--- src/core/rcr_pkg.sv ---
/*
 * Shared constants and types for the reset cause recorder: register map,
 * field positions, reset values, vectors and the carrier structs.
 * Assumes a 32-bit AXI4-Lite register bus with 4-bit byte addresses.
 */
package rcr_pkg;

   // Register map, byte addresses
   localparam int unsigned ADDR_W         = 4;
   localparam logic [3:0]  OFS_STATUS     = 4'h0;
   localparam logic [3:0]  OFS_POWER_CTRL = 4'h4;
   localparam logic [3:0]  OFS_RESET_INFO = 4'h8;
   localparam logic [3:0]  OFS_CONTROL    = 4'hC;

   // Field positions
   localparam int unsigned STAT_TO_BIT    = 4;
   localparam int unsigned STAT_PD_BIT    = 3;
   localparam int unsigned POWER_CONTROL_REG_POR_BIT   = 1;
   localparam int unsigned POWER_CONTROL_REG_BOR_BIT   = 0;
   localparam int unsigned CTRL_WAIT_BIT  = 0;
   localparam int unsigned INFO_HOLD_BIT  = 8;
   localparam logic [31:0] STATUS_MASK    = 32'h0000_0018;

   // Reset values
   localparam logic        CTRL_WAIT_RST  = 1'b1;

   // Bus responses
   localparam logic [1:0]  RESP_OKAY      = 2'h0;
   localparam logic [1:0]  RESP_SLVERR    = 2'h2;

   // Program counter targets
   localparam logic [15:0] RESET_VECTOR   = 16'h0000;
   localparam logic [15:0] IRQ_VECTOR     = 16'h0004;

   typedef struct packed {
      logic por;
      logic ldo;
      logic bor;
      logic wdt;
      logic master_clear_pin;
      logic irq_wake;
   } rcr_events_t;

   typedef struct packed {
      logic poweron_flag_n;
      logic brownout_flag_n;
      logic timeout_flag_n;
      logic powerdown_flag_n;
   } rcr_flags_t;

   // Brown-out flag is undefined at power-on; it is taken as set
   localparam rcr_flags_t FLAGS_POR_VALUE = 4'h7;

   typedef enum logic [2:0] {
      CAUSE_NONE,
      CAUSE_POR,
      CAUSE_BOR,
      CAUSE_WDT_RST,
      CAUSE_MASTER_CLEAR_PIN_RUN,
      CAUSE_MASTER_CLEAR_PIN_SLEEP,
      CAUSE_WDT_WAKE,
      CAUSE_IRQ_WAKE
   } rcr_cause_t;

endpackage

--- src/core/rcr_flag_next.sv ---
/*
 * Combinational decode of reset and wake events into the next flag
 * values and a cause code. Assumes events are one-cycle pulses that are
 * synchronous to the core clock.
 */
`timescale 1ns/1ps
`default_nettype none

module rcr_flag_next
   import rcr_pkg::*;
(
   input  wire rcr_pkg::rcr_events_t ev,
   input  wire logic                 sleeping,
   input  wire rcr_pkg::rcr_flags_t  flags,
   output rcr_pkg::rcr_flags_t       flags_next,
   output rcr_pkg::rcr_cause_t       cause,
   output logic                      is_reset,
   output logic                      is_wake
);

   // Power loss dominates everything, then brown-out, then the rest
   always_comb begin
      flags_next = flags;
      cause      = CAUSE_NONE;
      if (ev.por || ev.ldo) begin
         flags_next.poweron_flag_n   = 1'b0;
         flags_next.timeout_flag_n   = 1'b1;
         flags_next.powerdown_flag_n = 1'b1;
         cause                       = CAUSE_POR;
      end else if (ev.bor) begin
         flags_next.brownout_flag_n  = 1'b0;
         flags_next.timeout_flag_n   = 1'b1;
         flags_next.powerdown_flag_n = 1'b1;
         cause                       = CAUSE_BOR;
      end else if (ev.wdt && !sleeping) begin
         flags_next.timeout_flag_n   = 1'b0;
         flags_next.powerdown_flag_n = 1'b1;
         cause                       = CAUSE_WDT_RST;
      end else if (ev.master_clear_pin && !sleeping) begin
         cause                       = CAUSE_MASTER_CLEAR_PIN_RUN;
      end else if (ev.master_clear_pin) begin
         flags_next.timeout_flag_n   = 1'b1;
         flags_next.powerdown_flag_n = 1'b0;
         cause                       = CAUSE_MASTER_CLEAR_PIN_SLEEP;
      end else if (ev.wdt) begin
         flags_next.timeout_flag_n   = 1'b0;
         flags_next.powerdown_flag_n = 1'b0;
         cause                       = CAUSE_WDT_WAKE;
      end else if (ev.irq_wake && sleeping) begin
         flags_next.timeout_flag_n   = 1'b1;
         flags_next.powerdown_flag_n = 1'b0;
         cause                       = CAUSE_IRQ_WAKE;
      end
      is_reset = (cause == CAUSE_POR) || (cause == CAUSE_BOR) || (cause == CAUSE_WDT_RST) ||
                 (cause == CAUSE_MASTER_CLEAR_PIN_RUN) || (cause == CAUSE_MASTER_CLEAR_PIN_SLEEP);
      is_wake  = (cause == CAUSE_WDT_WAKE) || (cause == CAUSE_IRQ_WAKE);
   end

endmodule

`default_nettype wire

--- src/core/rcr_cap_hold.sv ---
/*
 * Holds the core in reset while the regulator bypass capacitor charges.
 * Assumes the charged indication is synchronous to the core clock.
 */
`timescale 1ns/1ps
`default_nettype none

module rcr_cap_hold (
   input  wire logic aclk,
   input  wire logic aresetn,
   input  wire logic start,
   input  wire logic wait_en,
   input  wire logic charged,
   output logic      hold_q,
   output logic      charge_q
);

   typedef enum logic {ST_CHARGE, ST_RUN} rcr_cap_state_t;

   rcr_cap_state_t state_q;
   rcr_cap_state_t state_d;

   always_comb begin
      state_d = state_q;
      case (state_q)
         ST_RUN: begin
            if (start) begin
               state_d = ST_CHARGE;
            end
         end
         ST_CHARGE: begin
            if (!wait_en || charged) begin
               state_d = ST_RUN;
            end
         end
         default: state_d = ST_CHARGE;
      endcase
   end

   // Power-up enters the charge wait, so the core never starts on a flat cap
   always_ff @(posedge aclk) begin
      if (!aresetn) begin
         state_q  <= ST_CHARGE;
         hold_q   <= 1'b1;
         charge_q <= 1'b1;
      end else begin
         state_q  <= state_d;
         hold_q   <= (state_d == ST_CHARGE);
         charge_q <= (state_d == ST_CHARGE) && wait_en;
      end
   end

endmodule

`default_nettype wire

--- src/core/rcr_top.sv ---
/*
 * Reset cause recorder: keeps the timeout, power-down, power-on and
 * brown-out flags, steers the program counter after resets and wakes,
 * and holds the core in reset while the regulator capacitor charges.
 * Assumes all event inputs are single-cycle pulses synchronous to aclk
 * and an AXI4-Lite master that keeps to the protocol.
 */
`timescale 1ns/1ps
`default_nettype none

// Overview of operation
// - A power-on or regulator reset clears the power-on flag and sets the timeout and power-down flags.
// - The timeout flag is always set on power-on, so the power-on flag never clears together with a cleared timeout.
// - The power-down flag is always set on power-on, so the power-on flag never clears together with a cleared power-down.
// - Brown-out clears its flag and sets timeout and power-down, watchdog reset clears timeout, watchdog wake clears both.
// - A master-clear reset while running leaves all four flags as they were.
// - Master-clear in sleep or interrupt wake sets timeout, clears power-down and keeps power-on and brown-out.
// - Power-on, brown-out, watchdog and master-clear resets restart the program counter at address 0000h.
// - A watchdog or interrupt wake from sleep continues at the instruction after the sleep.
// - An interrupt wake with interrupts enabled runs one instruction, then pushes the return address and jumps to 0004h.
// - Flag positions with no implemented bit read as zero.
// - On power-up with the regulator in use, reset is held while the bypass capacitor charges.
// - With the control wait bit set, internal reset is released only after the bypass capacitor is seen fully charged; with it clear, at once.
module rcr_top
   import rcr_pkg::*;
#(
   parameter int unsigned PC_W = 13
) (
   input  wire logic                       aclk,
   input  wire logic                       aresetn,
   input  wire logic [rcr_pkg::ADDR_W-1:0] awaddr,
   input  wire logic                       awvalid,
   output logic                            awready,
   input  wire logic [31:0]                wdata,
   input  wire logic [3:0]                 wstrb,
   input  wire logic                       wvalid,
   output logic                            wready,
   output logic [1:0]                      bresp,
   output logic                            bvalid,
   input  wire logic                       bready,
   input  wire logic [rcr_pkg::ADDR_W-1:0] araddr,
   input  wire logic                       arvalid,
   output logic                            arready,
   output logic [31:0]                     rdata,
   output logic [1:0]                      rresp,
   output logic                            rvalid,
   input  wire logic                       rready,
   input  wire rcr_pkg::rcr_events_t       reset_events,
   input  wire logic                       cpu_sleeping,
   input  wire logic                       global_irq_enable,
   input  wire logic [PC_W-1:0]            pc_current,
   input  wire logic                       instr_retired,
   input  wire logic                       regulator_cap_charged,
   output logic                            regulator_cap_charge,
   output logic                            core_reset_n,
   output logic                            pc_load,
   output logic [PC_W-1:0]                 pc_load_addr,
   output logic                            ret_push,
   output logic [PC_W-1:0]                 ret_addr
);
   import rcr_pkg::*;

   if (PC_W < 3 || PC_W > 16) begin : g_bad_pc_w
      $error("PC_W must lie between 3 and 16");
   end

   localparam logic [PC_W-1:0] PC_ONE = PC_W'(1);
   localparam logic [PC_W-1:0] PC_TWO = PC_W'(2);

   function automatic logic addr_mapped(input logic [ADDR_W-1:0] a);
      addr_mapped = (a == OFS_STATUS) || (a == OFS_POWER_CTRL) ||
                    (a == OFS_RESET_INFO) || (a == OFS_CONTROL);
   endfunction

   rcr_flags_t        flags_q;
   rcr_flags_t        flags_d;
   rcr_cause_t        cause_d;
   rcr_cause_t        cause_q;
   logic              evt_reset;
   logic              evt_wake;
   logic              evt_any;
   logic              ctrl_wait_q;
   logic              hold;
   logic              awready_q;
   logic              wready_q;
   logic              bvalid_q;
   logic [1:0]        bresp_q;
   logic              arready_q;
   logic              rvalid_q;
   logic [31:0]       rdata_q;
   logic [1:0]        rresp_q;
   logic              aw_full_q;
   logic              w_full_q;
   logic [ADDR_W-1:0] waddr_q;
   logic [31:0]       wdata_q;
   logic [3:0]        wstrb_q;
   logic              rd_status_q;
   logic              core_reset_n_q;
   logic              pc_load_q;
   logic [PC_W-1:0]   pc_load_addr_q;
   logic              ret_push_q;
   logic [PC_W-1:0]   ret_addr_q;
   logic              irq_pend_q;
   logic              charge_q;

   rcr_flag_next u_flag_next (
      .ev         (reset_events),
      .sleeping   (cpu_sleeping),
      .flags      (flags_q),
      .flags_next (flags_d),
      .cause      (cause_d),
      .is_reset   (evt_reset),
      .is_wake    (evt_wake)
   );

   assign evt_any = evt_reset || evt_wake;

   rcr_cap_hold u_cap_hold (
      .aclk     (aclk),
      .aresetn  (aresetn),
      .start    (reset_events.por || reset_events.ldo),
      .wait_en  (ctrl_wait_q),
      .charged  (regulator_cap_charged),
      .hold_q   (hold),
      .charge_q (charge_q)
   );

   // Write channel: address and data are accepted in either order
   logic aw_take;
   logic w_take;
   logic wr_fire;
   logic aw_full_d;
   logic w_full_d;
   logic power_control_reg_wr;
   logic ctrl_wr;

   assign aw_take   = awvalid && awready_q;
   assign w_take    = wvalid && wready_q;
   assign wr_fire   = aw_full_q && w_full_q && !bvalid_q;
   assign aw_full_d = (aw_full_q || aw_take) && !wr_fire;
   assign w_full_d  = (w_full_q || w_take) && !wr_fire;
   assign power_control_reg_wr   = wr_fire && (waddr_q == OFS_POWER_CTRL) && wstrb_q[0];
   assign ctrl_wr   = wr_fire && (waddr_q == OFS_CONTROL) && wstrb_q[0];

   always_ff @(posedge aclk) begin
      if (!aresetn) begin
         aw_full_q <= 1'b0;
         w_full_q  <= 1'b0;
         awready_q <= 1'b0;
         wready_q  <= 1'b0;
         waddr_q   <= '0;
         wdata_q   <= '0;
         wstrb_q   <= '0;
      end else begin
         aw_full_q <= aw_full_d;
         w_full_q  <= w_full_d;
         awready_q <= !aw_full_d;
         wready_q  <= !w_full_d;
         if (aw_take) begin
            waddr_q <= awaddr;
         end
         if (w_take) begin
            wdata_q <= wdata;
            wstrb_q <= wstrb;
         end
      end
   end

   always_ff @(posedge aclk) begin
      if (!aresetn) begin
         bvalid_q <= 1'b0;
         bresp_q  <= RESP_OKAY;
      end else if (wr_fire) begin
         bvalid_q <= 1'b1;
         bresp_q  <= addr_mapped(waddr_q) ? RESP_OKAY : RESP_SLVERR;
      end else if (bready) begin
         bvalid_q <= 1'b0;
      end
   end

   // Read channel: one read in flight, answered one cycle after acceptance
   logic        ar_take;
   logic        rvalid_d;
   logic [31:0] rd_word;

   assign ar_take  = arvalid && arready_q;
   assign rvalid_d = (rvalid_q && !rready) || ar_take;

   always_comb begin
      rd_word = '0;
      case (araddr)
         OFS_STATUS: begin
            rd_word[STAT_TO_BIT] = flags_q.timeout_flag_n;
            rd_word[STAT_PD_BIT] = flags_q.powerdown_flag_n;
         end
         OFS_POWER_CTRL: begin
            rd_word[POWER_CONTROL_REG_POR_BIT] = flags_q.poweron_flag_n;
            rd_word[POWER_CONTROL_REG_BOR_BIT] = flags_q.brownout_flag_n;
         end
         OFS_RESET_INFO: begin
            rd_word[2:0]           = cause_q;
            rd_word[INFO_HOLD_BIT] = hold;
         end
         OFS_CONTROL: begin
            rd_word[CTRL_WAIT_BIT] = ctrl_wait_q;
         end
         default: rd_word = '0;
      endcase
   end

   always_ff @(posedge aclk) begin
      if (!aresetn) begin
         arready_q   <= 1'b0;
         rvalid_q    <= 1'b0;
         rdata_q     <= '0;
         rresp_q     <= RESP_OKAY;
         rd_status_q <= 1'b0;
      end else begin
         arready_q <= !rvalid_d;
         rvalid_q  <= rvalid_d;
         if (ar_take) begin
            rdata_q     <= rd_word;
            rresp_q     <= addr_mapped(araddr) ? RESP_OKAY : RESP_SLVERR;
            rd_status_q <= (araddr == OFS_STATUS);
         end
      end
   end

   // Flags: an event in the same cycle as a software write wins.
   // Software can only set the power-control flags, never clear them,
   // so a cleared flag always traces back to a real event.
   always_ff @(posedge aclk) begin
      if (!aresetn) begin
         flags_q <= FLAGS_POR_VALUE;
      end else if (evt_any) begin
         flags_q <= flags_d;
      end else if (power_control_reg_wr) begin
         flags_q.poweron_flag_n  <= flags_q.poweron_flag_n || wdata_q[POWER_CONTROL_REG_POR_BIT];
         flags_q.brownout_flag_n <= flags_q.brownout_flag_n || wdata_q[POWER_CONTROL_REG_BOR_BIT];
      end
   end

   always_ff @(posedge aclk) begin
      if (!aresetn) begin
         cause_q     <= CAUSE_POR;
         ctrl_wait_q <= CTRL_WAIT_RST;
      end else begin
         if (evt_any) begin
            cause_q <= cause_d;
         end
         if (ctrl_wr) begin
            ctrl_wait_q <= wdata_q[CTRL_WAIT_BIT];
         end
      end
   end

   // Core reset follows the charge hold and pulses for every reset event
   always_ff @(posedge aclk) begin
      if (!aresetn) begin
         core_reset_n_q <= 1'b0;
      end else begin
         core_reset_n_q <= !(hold || evt_reset);
      end
   end

   // Program counter steering
   always_ff @(posedge aclk) begin
      if (!aresetn) begin
         pc_load_q      <= 1'b0;
         pc_load_addr_q <= RESET_VECTOR[PC_W-1:0];
         ret_push_q     <= 1'b0;
         ret_addr_q     <= '0;
         irq_pend_q     <= 1'b0;
      end else begin
         pc_load_q  <= 1'b0;
         ret_push_q <= 1'b0;
         if (evt_reset) begin
            pc_load_q      <= 1'b1;
            pc_load_addr_q <= RESET_VECTOR[PC_W-1:0];
            irq_pend_q     <= 1'b0;
         end else if (evt_wake) begin
            pc_load_q      <= 1'b1;
            pc_load_addr_q <= PC_W'(pc_current + PC_ONE);
            irq_pend_q     <= (cause_d == CAUSE_IRQ_WAKE) && global_irq_enable;
            ret_addr_q     <= PC_W'(pc_current + PC_TWO);
         end else if (irq_pend_q && instr_retired) begin
            // Vector only after the instruction after sleep has run
            pc_load_q      <= 1'b1;
            pc_load_addr_q <= IRQ_VECTOR[PC_W-1:0];
            ret_push_q     <= 1'b1;
            irq_pend_q     <= 1'b0;
         end
      end
   end

   assign awready              = awready_q;
   assign wready               = wready_q;
   assign bvalid               = bvalid_q;
   assign bresp                = bresp_q;
   assign arready              = arready_q;
   assign rvalid               = rvalid_q;
   assign rdata                = rdata_q;
   assign rresp                = rresp_q;
   assign core_reset_n         = core_reset_n_q;
   assign regulator_cap_charge = charge_q;
   assign pc_load              = pc_load_q;
   assign pc_load_addr         = pc_load_addr_q;
   assign ret_push             = ret_push_q;
   assign ret_addr             = ret_addr_q;

   logic high_ev;
   assign high_ev = reset_events.por || reset_events.ldo || reset_events.bor;
endmodule

`default_nettype wire

--- config.mk ---
export PLATFORM = sky130hd
export DESIGN_NAME = rcr_top
export DESIGN_NICKNAME = d
export VERILOG_FILES = /design/src/core/rcr_pkg.sv /design/src/core/rcr_flag_next.sv /design/src/core/rcr_cap_hold.sv /design/src/core/rcr_top.sv
export SDC_FILE = /design/constraint.sdc
export NUM_CORES = 1
export LEC_CHECK = 0
export BUFFER_PORTS_ARGS = -buffer_cell sky130_fd_sc_hd__buf_4
export CAP_MARGIN = 0
export CORE_MARGIN = 5
export CORE_UTILIZATION = 35
export DETAILED_ROUTE_END_ITERATION = 10
export GPL_TIMING_DRIVEN = 0
export PLACE_DENSITY = 0.71
export SLEW_MARGIN = 20
export SYNTH_ARGS = -nofsm -noshare
export SYNTH_HDL_FRONTEND = slang
export SYNTH_SLANG_ARGS = --single-unit
--- constraint.sdc ---
create_clock -name aclk -period 3.1 [get_ports aclk]
set_input_delay 0.465 -clock aclk [delete_from_list [all_inputs] [get_ports aclk]]
set_output_delay 0.465 -clock aclk [all_outputs]
set_load 0.05 [all_outputs]
== Word-level counts from Yosys, hierarchy flattened ==
Cells that the tools add are included.

* Logic and storage cells: 148
* Bits of input ports: 74
* Flip-flop bits (word level): 65

* Equal/unequal tests: 17
* Add/subtract/negate cells: 2
* Bitwise gates (word level): 4
* Reductions and logical operators: 59
* Mux-type cells: 38

{| class="wikitable"
|+ Operator list
! kind !! number
|-
| 13-bit 2-to-1 mux || 2
|-
| 2-bit 2-to-1 mux || 12
|-
| 3-bit 2-to-1 mux || 7
|-
| 1-bit logical OR || 20
|-
| 1-bit logical AND || 18
|-
| 4-bit equality test, second input constant || 4
|-
| 1-bit 2-to-1 mux || 14
|-
| 13-bit by 1-bit adder with 13-bit output, second input constant || 1
|-
| 13-bit by 2-bit adder with 13-bit output, second input constant || 1
|-
| 3-bit equality test, second input constant || 4
|-
| 1-bit zero test || 9
|-
| 4-bit by 3-bit equality test with 1-bit output, second input constant || 2
|-
| 4-bit zero test || 2
|-
| 3-bit by 2-bit equality test with 1-bit output, second input constant || 2
|-
| 3-bit AND reduction || 2
|-
| 2-bit nonzero test || 3
|-
| 6-bit nonzero test || 1
|-
| 2-bit inequality test, second input constant || 2
|-
| 4-bit by 2-bit inequality test with 1-bit output, second input constant || 1
|-
| 1-bit NOT || 4
|-
| 1-bit one-hot mux with 2 select lines || 2
|-
| 2-bit AND reduction || 2
|-
| 3-bit by 1-bit equality test with 1-bit output, second input constant || 1
|-
| 1-bit one-hot mux with 3 select lines || 1
|-
| 3 further kinds || 3
|}

== Longest topological paths before layout ==
Gate-level depths: netlist of run 1.

* Depth in word-level cells: 16
* Depth in mapped cells: 6
* Mapped depth without buffers: 5

== Modules after synthesis ==
From an unflattened synthesis of run 1, not the netlist that was laid out.

* Cells, all modules: 358
* Area total of the unflattened synthesis: 2996.6 sq um

{| class="wikitable"
|+ By module, submodules not included
! module !! cells each !! instances !! area each (sq um) !! sequential area each (sq um)
|-
| rcr_top || 323 || 1 || 2746.4 || 1201.2
|-
| rcr_flag_next || 24 || 1 || 138.9 || 0.0
|-
| rcr_cap_hold || 11 || 1 || 111.4 || 60.1
|}

== Least setup slack after synthesis of run 1 ==
OpenSTA, ideal clock, no wires.

* Path type: in2reg
* From: input reset_events[1] in the netlist's numbering
* To: register pc_load_addr_q[11] (netlist: pc_load_addr[11])
* Arrival: 1.641 ns
* Slack: 1.379 ns
* Cell stages on the path: 6
* Library setup time: 0.080 ns
* Data required time: 3.020 ns
* Path through: buf_2 or4_4 nor2_4 buf_6 a21oi_1 a211oi_2

* Longest elaborated chain between the ends: 11
* Elaborated cells on any way between the ends: 21
* Classes of those cells: 7 x eq/ne; 6 x mux; 8 x reduce/logical

{| class="wikitable"
|+ Ends and longest elaborated chain
! what !! RTL line !! RTL
|-
| start, declared || rcr_top.sv:48 || <nowiki>input wire rcr_pkg::rcr_events_t reset_events,</nowiki>
|-
| 3-bit 2-to-1 mux or 1-bit logical AND (tied branches) || rcr_flag_next.sv:41, rcr_flag_next.sv:39 ||
|-
| 3-bit 2-to-1 mux * || rcr_flag_next.sv:39 || <nowiki>end else if (ev.master_clear_pin && !sleeping) begin</nowiki>
|-
| 3-bit 2-to-1 mux * || rcr_flag_next.sv:35 || <nowiki>end else if (ev.wdt && !sleeping) begin</nowiki>
|-
| 3-bit 2-to-1 mux * || rcr_flag_next.sv:30 || <nowiki>end else if (ev.bor) begin</nowiki>
|-
| 3-bit 2-to-1 mux * || rcr_flag_next.sv:25 || <nowiki>if (ev.por || ev.ldo) begin</nowiki>
|-
| 3-bit by 1-bit equality test with 1-bit output or 3-bit by 2-bit equality test with 1-bit output (tied branches) || rcr_flag_next.sv:54 || <nowiki>is_reset = (cause == CAUSE_POR) || (cause == CAUSE_BOR) || (cause == CAUSE_WDT_RST) ||</nowiki>
|-
| 1-bit logical OR (3 in series) || rcr_flag_next.sv:54 ||
|-
| 1-bit logical OR || rcr_flag_next.sv:55 || <nowiki>(cause == CAUSE_MASTER_CLEAR_PIN_RUN) || (cause == CAUSE_MASTER_CLEAR_PIN_SLEEP);</nowiki>
|-
| 2-bit OR reduction (no line) || - ||
|-
| end signal, assigned || rcr_top.sv:270 || <nowiki>pc_load_addr_q <= RESET_VECTOR[PC_W-1:0];</nowiki>
|-
| end signal, assigned || rcr_top.sv:279 || <nowiki>pc_load_addr_q <= RESET_VECTOR[PC_W-1:0];</nowiki>
|-
| end signal, assigned || rcr_top.sv:283 || <nowiki>pc_load_addr_q <= PC_W'(pc_current + PC_ONE);</nowiki>
|-
| end, declared || rcr_top.sv:100 || <nowiki>logic [PC_W-1:0] pc_load_addr_q;</nowiki>
|}

Every way passes the cells marked *; elsewhere a longest branch is shown, timed or not.
A chain may end at the register's enable or synchronous reset.

== Worst setup path in the final report of run 1 ==
* From: input reset_events[0] in the netlist's numbering
* To: register pc_load_addr_q[10] (netlist: pc_load_addr[10])

* Longest elaborated chain between the ends: 14
* Elaborated cells on any way between the ends: 23
* Classes of those cells: 7 x eq/ne; 8 x mux; 8 x reduce/logical

{| class="wikitable"
|+ Ends and longest elaborated chain
! what !! RTL line !! RTL
|-
| 1-bit logical AND * || rcr_flag_next.sv:49 || <nowiki>end else if (ev.irq_wake && sleeping) begin</nowiki>
|-
| 3-bit 2-to-1 mux * || rcr_flag_next.sv:49 ||
|-
| 3-bit 2-to-1 mux * || rcr_flag_next.sv:45 || <nowiki>end else if (ev.wdt) begin</nowiki>
|-
| 3-bit 2-to-1 mux * || rcr_flag_next.sv:41 || <nowiki>end else if (ev.master_clear_pin) begin</nowiki>
|-
| 3-bit 2-to-1 mux * || rcr_flag_next.sv:39 ||
|-
| 3-bit 2-to-1 mux * || rcr_flag_next.sv:35 ||
|-
| 3-bit 2-to-1 mux * || rcr_flag_next.sv:30 ||
|-
| 3-bit 2-to-1 mux * || rcr_flag_next.sv:25 ||
|-
| 3-bit by 1-bit equality test with 1-bit output or 3-bit by 2-bit equality test with 1-bit output (tied branches) || rcr_flag_next.sv:54 ||
|-
| 1-bit logical OR (3 in series) || rcr_flag_next.sv:54 ||
|-
| 1-bit logical OR || rcr_flag_next.sv:55 ||
|-
| 2-bit OR reduction (no line) || - ||
|}

Marked as above.

==> summary.txt, run 1 <==
Timing
  • Highest clock rate: 621 MHz
  • RSZ-0062 raised after global routing: false
  • Headroom to the max-slew limit: 0.597
  • Final worst-path cycle share: 0.520
  • Final hold violation count: 0
  • Clock Skews: 0.00671 ns
  • Setup Viol. Count Final: 0
  • Sum of negative setup slack: 0 ns
  • Worst Tran Pin Value: 0.604 ns
  • Final Max Tran Viols: 0
  • Minimum clock period: 1.61 ns

Worst setup path
  • Crit path depth: 6
  • Startpoint type of the worst setup path: input pin
  • Crit path required time: 3.34 ns
  • WP buf/inv: 2
  • Critical setup path kind: in -> reg
  • R2r worst-path depth: 4
  • CP max stage cell: o21ai_1
  • CP max stage delay: 0.41 ns
  • Crit-path cells: buf_4 -> o21ai_1 -> nand2b_1 -> clkbuf_1 -> nor3_1 -> nor4_2
  • Critical Path AT: 1.85 ns
  • CP endpoint kind: flip-flop
  • Worst Path Max Fanout: 8
  • Crit path max-delay family: simple AND/OR/NAND/NOR gates

Global route
  • First-pass GRT wire length: 12,900 um
  • Largest net degree at the start of global routing: 11
  • Gr ovfl total: 0
  • GRT Util Overall: 0.156
  • Antenna violations before repair: 0
  • Vias in the first global route: 2,710

Run
  • Max-cap violations: 0

Worst hold path
  • Worst Hold Class: in -> reg
  • WHS Path Cells: 2

Pwr
  • NetSw: 0.000539 W
  • Leakage: 1.66 nW
  • Combinational Power Share: 0.170
  • P_int: 0.00139 W
  • Reg power frac: 0.439
  • Pwr dens: 483 nW/um^2
  • Peak supply drop: 0.000251 V
  • Switch share: 0.279
  • Clk pwr share: 0.391

Die
  • I/O pins: 145
  • Core Box Area: 8260 sq um
  • Die Area: 10,400 sq um
  • Die width: 102 um
  • Effective utilization at floorplan: 0.360
  • FP Rows: 33
  • Die height: 102 um

CTS
  • TritonCTS buffer count: 9
  • Clk root buf: clkbuf_8
  • Clock transition at path regs: 0.07 ns
  • CTS tree: built
  • H-tree Lvls: 3
  • CTS Sinks: 63
  • Post-cts sizing count: 0
  • # hold bufs at CTS: 0
  • Post-CTS setup buffer count: 0
  • Max clock buf depth: 2
  • Skew-Pair Late Insertion Delay: 0.33 ns

Synth
  • Largest cells by area after synthesis: dfxtp_1 (42%), buf_4 (7.3%), a21oi_1 (6.4%), xnor2_1 (4.7%), a211oi_2 (4.2%)
  • Cell area after synthesis: 2980 sq um
  • Synthesized flop and latch total: 63
  • Top-count cell post-synth: dfxtp_1
  • Post-synthesis average cell area: 8.73 sq um
  • Number of flops mapped to enable cells by yosys: 0
  • Post-Synthesis Cells: 341
  • Ys Warns: 0
  • Sequential share of the synthesized area: 0.424
  • Main synth FF type: dfxtp_1
  • Most instantiated cells after synthesis: dfxtp_1 (63), a21oi_1 (38), nand2_1 (33)
  • Post-synth top area cell: dfxtp_1
  • Top cell type's share of synthesized area: 0.424
  • Async SR Flop Fraction: 0
  • Synth cell types: 53

Detailed routing
  • DRT Wirelength: 8150 um
  • Vias per cell: 4.80
  • Post-DR wirelength/cell: 14.4 um
  • Final ANT Viol Nets: 0
  • Total number of vias: 2,724
  • Drt pass-1 iters: 4
  • Iteration-0 DRC Markers: 120
  • DRC: 0

Place
  • Dpl hpwl: 6360 um
  • # placed instances: 552
  • RePlAce Congestion: 0.843
  • IO Port Bufs: 79

Final layout
  • Number of diodes: 0
  • Area Overhead vs Synth: 34.7%
  • Fillers: 810
  • Layout Cells excl Fill: 568
  • Layout cells sized above 1: 0.307
  • Final #Nets: 534

Outcome
  • Outcome: complete, no violations
-- metrics by stage --
stage                     area (sq um)  power (W)  setup slack [ns]  hold WS (ns)  utilization
after floorplan                   3080    0.00109              1.38         0.393            -
after global placement            3800    0.00119              1.19         0.448        0.460
after detailed placement          3800    0.00119              1.15         0.437        0.460
after CTS                         4010    0.00195              1.50         0.341        0.485
after global routing              4010    0.00201              1.32         0.348        0.485
final                             4010    0.00193              1.49         0.352        0.485
-- cells in the final DEF, fill, tap and decap left out, drive strengths merged, types with 12 or more instances in the layout --
cell type	n
conb	28
clkbuf	22
xnor2	16
nand2	33
a211oi	12
nor2	28
nor3	13
dfxtp	63
nand3	16
buf	114
o21ai	13
a21oi	38
-- power groups by stage --
stage | Clock [W] | Combinational [W] | Sequential (W)
6_report | 0.000757 | 0.000329 | 0.000848
5_1_grt | 0.000807 | 0.000353 | 0.000851
3_5_place_dp | 0 | 0.000325 | 0.000867
3_3_place_gp | 0 | 0.000323 | 0.000866
4_1_cts | 0.000773 | 0.000327 | 0.000848
2_1_floorplan | 0 | 0.000192 | 0.000902
-- metal layers --
metal / global-route usage / up-vias / part of all wire
li1: - / 1381 / -
met1: 0.197 / 1252 / 0.45
met2: 0.257 / 80 / 0.49
met3: 0.0362 / 11 / 0.052
met4: 0.0636 / 0 / 0.013
met5: 0 / - / 0
-- kinds of logic (layout without fill, tap and decap cells) --
logic type	Yosys count	after routing	synth area share
fa+ha+maj	2	2	0.00841
mux	3	3	0.0105
other cells	1	28	0.00126
xor+xnor	20	20	0.0589
buf+inv	49	144	0.105
compound gates	80	80	0.179
flops	63	63	0.424
simple gates	123	123	0.214
-- worst paths after layout --
path                 endpoint  slack (ns)         startpoint
max          pc_load_addr[10]        1.49    reset_events[0]
min               ret_addr[1]        0.35      pc_current[1]
max reg2reg        flags_q[3]        1.80         waddr_q[0]
min reg2reg      core_reset_n        0.45  u_cap_hold.hold_q
-- sequential cells by signal, summed over array words and instances (netlist names), 2 cells and up --
signal        count
pc_load_addr     13
ret_addr         13
rdata             6
cause_q           3
wdata_q           2
flags_q           4
waddr_q           4
-- final cells by class --
cell class | count | area (sq um) | area share
clock inverters | 4 | 70.1 | 0.0175
clock buffers | 12 | 135 | 0.0337
inverters | 4 | 15.0 | 0.00375
plain buffers | 45 | 297 | 0.0740
repair buffers | 79 | 593 | 0.148
multi-input cells | 256 | 1500 | 0.375
flip-flops and latches | 63 | 1260 | 0.315
well taps | 105 | 131 | 0.0328
Power figures use the tool's default switching activity.
==> inputs of run 2 (changes only) <==
--- a/config.mk
+++ b/config.mk
@@ -11,7 +11,7 @@
 export CORE_UTILIZATION = 35
 export DETAILED_ROUTE_END_ITERATION = 10
 export GPL_TIMING_DRIVEN = 0
-export PLACE_DENSITY = 0.71
+export PLACE_DENSITY = 0.73
 export SLEW_MARGIN = 20
 export SYNTH_ARGS = -nofsm -noshare
 export SYNTH_HDL_FRONTEND = slang
==> constraint.sdc (replaced) <==
create_clock -name aclk -period 1.4 [get_ports aclk]
set_input_delay 0.21 -clock aclk [delete_from_list [all_inputs] [get_ports aclk]]
set_output_delay 0.21 -clock aclk [all_outputs]
set_load 0.05 [all_outputs]
==> summary.txt, run 2 (synthesis gave the netlist of run 1 again) <==
Worst setup path
  • CP dominant cell by count: buf_4
  • Worst R2R Start: waddr_q[0] (unchanged)
  • R2r worst-path depth: 4 (unchanged)
  • Critical setup path kind: in -> reg (unchanged)
  • CP max stage cell: or4_4 (was o21ai_1)
  • Reg2reg end: flags_q[3] (unchanged)
  • Crit-path cells: buf_4 -> or4_4 -> nor2_4 -> buf_4 -> o21ai_0 -> a21oi_1 (was buf_4 -> o21ai_1 -> nand2b_1 -> clkbuf_1 -> nor3_1 -> nor4_2)
  • Startpoint type of the worst setup path: input pin (unchanged)
  • CP max stage delay: 0.56 ns (was 0.41 ns)
  • WP buf/inv: 2 (unchanged)
  • Crit path depth: 6 (unchanged)
  • Worst Path Max Fanout: 10 (was 8)
  • Crit path required time: 1.67 ns (was 3.34 ns)
  • Reg2reg setup slack: 0.09 ns (was 1.80 ns)
  • Critical Path AT: 1.62 ns (was 1.85 ns)
  • CP endpoint kind: flip-flop (unchanged)
  • Crit path max-delay family: simple AND/OR/NAND/NOR gates (unchanged)
  • Setup crit end: ret_addr[11] (was pc_load_addr[10])
  • Crit path from: reset_events[4] (was reset_events[0])

Global route
  • GRT Util Overall: 0.160 (was 0.156)
  • Vias in the first global route: 2,752 (was 2,710)
  • Largest net degree at the start of global routing: 14 (was 11)
  • First-pass GRT wire length: 13,000 um (was 12,900 um)
  • Gr ovfl total: 0 (unchanged)
  • Antenna violations before repair: 0 (unchanged)

Place
  • # placed instances: 552 (unchanged)
  • Setup slack at placement: -0.340 ns (was 1.15 ns)
  • RePlAce Congestion: 0.840 (was 0.843)
  • Dpl hpwl: 6220 um (was 6360 um)
  • IO Port Bufs: 79 (unchanged)

Timing
  • RSZ-0062 raised after global routing: false (unchanged)
  • Final hold violation count: 0 (unchanged)
  • Setup Viol. Count Final: 0 (unchanged)
  • Final setup margin: 0.0553 ns (was 1.49 ns)
  • Sum of negative setup slack: 0 ns (unchanged)
  • Headroom to the max-slew limit: 0.630 (was 0.597)
  • Worst Tran Pin Value: 0.555 ns (was 0.604 ns)
  • Clock Skews: 0.0135 ns (was 0.00671 ns)
  • Final Max Tran Viols: 0 (unchanged)
  • Highest clock rate: 744 MHz
  • Final worst-path cycle share: 0.961
  • Minimum clock period: 1.34 ns

Outcome
  • Outcome: complete, no violations (unchanged)

CTS
  • Max clock buf depth: 2 (unchanged)
  • H-tree Lvls: 3 (unchanged)
  • TritonCTS buffer count: 9 (unchanged)
  • Clock transition at path regs: 0.08 ns (was 0.07 ns)
  • Clk root buf: clkbuf_8 (unchanged)
  • Skew-Pair Late Insertion Delay: 0.35 ns (was 0.33 ns)
  • CTS tree: built (unchanged)
  • CTS Sinks: 63 (unchanged)

Final layout
  • Fillers: 826 (was 810)
  • Number of diodes: 0 (unchanged)
  • Final #Nets: 534 (unchanged)
  • Most common cell after layout, fill and taps aside: buf_4 (unchanged)
  • Layout Cells excl Fill: 568 (unchanged)
  • Layout cells sized above 1: 0.322 (was 0.307)
  • Multi-input combinational cell area: 1510 sq um (was 1500 sq um)
  • Util after Layout: 0.492 (was 0.485)
  • Area Overhead vs Synth: 36.6% (was 34.7%)
  • Most frequent cells in the layout: buf_4 (109), dfxtp_1 (62), a21oi_1 (38) (was buf_4 (108), dfxtp_1 (63), a21oi_1 (38))
  • Seq. cell area: 1260 sq um (about the same)

Die
  • FP Rows: 33 (unchanged)
  • Die Area: 10,400 sq um (unchanged)
  • Die height: 102 um (unchanged)
  • Die width: 102 um (unchanged)
  • Effective utilization at floorplan: 0.360 (unchanged)
  • Core Box Area: 8260 sq um (unchanged)
  • I/O pins: 145 (unchanged)

Pwr
  • Peak supply drop: 0.000439 V (was 0.000251 V)
  • Leakage: 1.69 nW (was 1.66 nW)
  • Switch share: 0.285 (was 0.279)
  • Pwr dens: 1130 nW/um^2 (was 483 nW/um^2)
  • Combinational Power Share: 0.159 (was 0.170)
  • Reg power frac: 0.407 (was 0.439)
  • NetSw: 0.00131 W (was 0.000539 W)
  • Clk pwr share: 0.434 (was 0.391)
  • P_int: 0.00330 W (was 0.00139 W)
  • Power consumption: 0.00461 W (was 0.00193 W)

Detailed routing
  • DRT Wirelength: 8210 um (was 8150 um)
  • Vias per cell: 4.97 (was 4.80)
  • Total number of vias: 2,822 (was 2,724)
  • Post-DR wirelength/cell: 14.5 um (was 14.4 um)
  • Iteration-0 DRC Markers: 81 (was 120)
  • Drt pass-1 iters: 4 (unchanged)
  • DRC: 0 (unchanged)
  • Final ANT Viol Nets: 0 (unchanged)

Run
  • Max-cap violations: 0 (unchanged)

Worst hold path
  • Worst Hold Class: in -> reg (unchanged)
[run 2: worst min path at each step]
stage                        to       startpoint  slack [ns]  cells after the start
floorplan            flags_q[3]  reset_events[4]        0.29                      1
global placement    ret_addr[1]    pc_current[1]        0.44                      2
detailed placement  ret_addr[1]    pc_current[1]        0.44                      2
CTS                 ret_addr[1]    pc_current[1]        0.07                      2
global route         flags_q[3]  reset_events[5]        0.08                      2
finish              ret_addr[1]    pc_current[1]        0.08                      2
[run 2: final cells by class]
| class | count | area share |
|---|---|---|
| Multi-Input combinational cell | 256 | 0.372 |
| Sequential cell | 63 | 0.311 |
| Timing Repair Buffer | 79 | 0.146 |
| Buffer | 45 | 0.0739 |
| Tap cell | 105 | 0.0323 |
| Clock inverter | 7 | 0.0308 |
| Clock buffer | 9 | 0.0305 |
| Inverter | 4 | 0.00369 |
[run 2: worst reg2reg max path: stages (launching register included)]
cell and delay [ns]:
dfxtp_1 0.33, nor4bb_2 0.39, and4_1 0.27, a21oi_1 0.07, nor4_1 0.16
[run 2: power groups by stage]
stage               clock network (W)  logic (W)  registers [W]
detailed placement                  0   0.000723        0.00192
global placement                    0   0.000713        0.00192
CTS                           0.00202   0.000729        0.00188
global route                  0.00212   0.000786        0.00188
finish                        0.00200   0.000734        0.00188
floorplan                           0   0.000425        0.00200
[run 2: per-stage QoR]
| step | hold slack [ns] | area (sq um) |
|---|---|---|
| 3_5_place_dp | 0.444 | 3800 |
| 2_1_floorplan | 0.288 | 3080 |
| 6_report | 0.0847 | 4070 |
| 4_1_cts | 0.0701 | 4050 |
| 3_3_place_gp | 0.438 | 3800 |
| 5_1_grt | 0.0767 | 4070 |
[run 2: what timing repair did]
item | in CTS | in global routing
gates resized for setup | 0 | 3
setup endpoints to repair | 0 | 13
hold buffers | 0 | 0
endpoints found under the hold margin | 0 | 0
buffers inserted | 0 | 0
[run 2: per-layer routing]
| metal | GRT usage | share of wire | wire length, um | vias to the layer above |
|---|---|---|---|---|
| li1 | - | - | - | 1385 |
| met1 | 0.193 | 0.42 | 3450 | 1312 |
| met2 | 0.271 | 0.48 | 3970 | 109 |
| met3 | 0.0478 | 0.078 | 641 | 16 |
| met4 | 0.0545 | 0.019 | 158 | 0 |
| met5 | 0 | 0 | 0 | - |
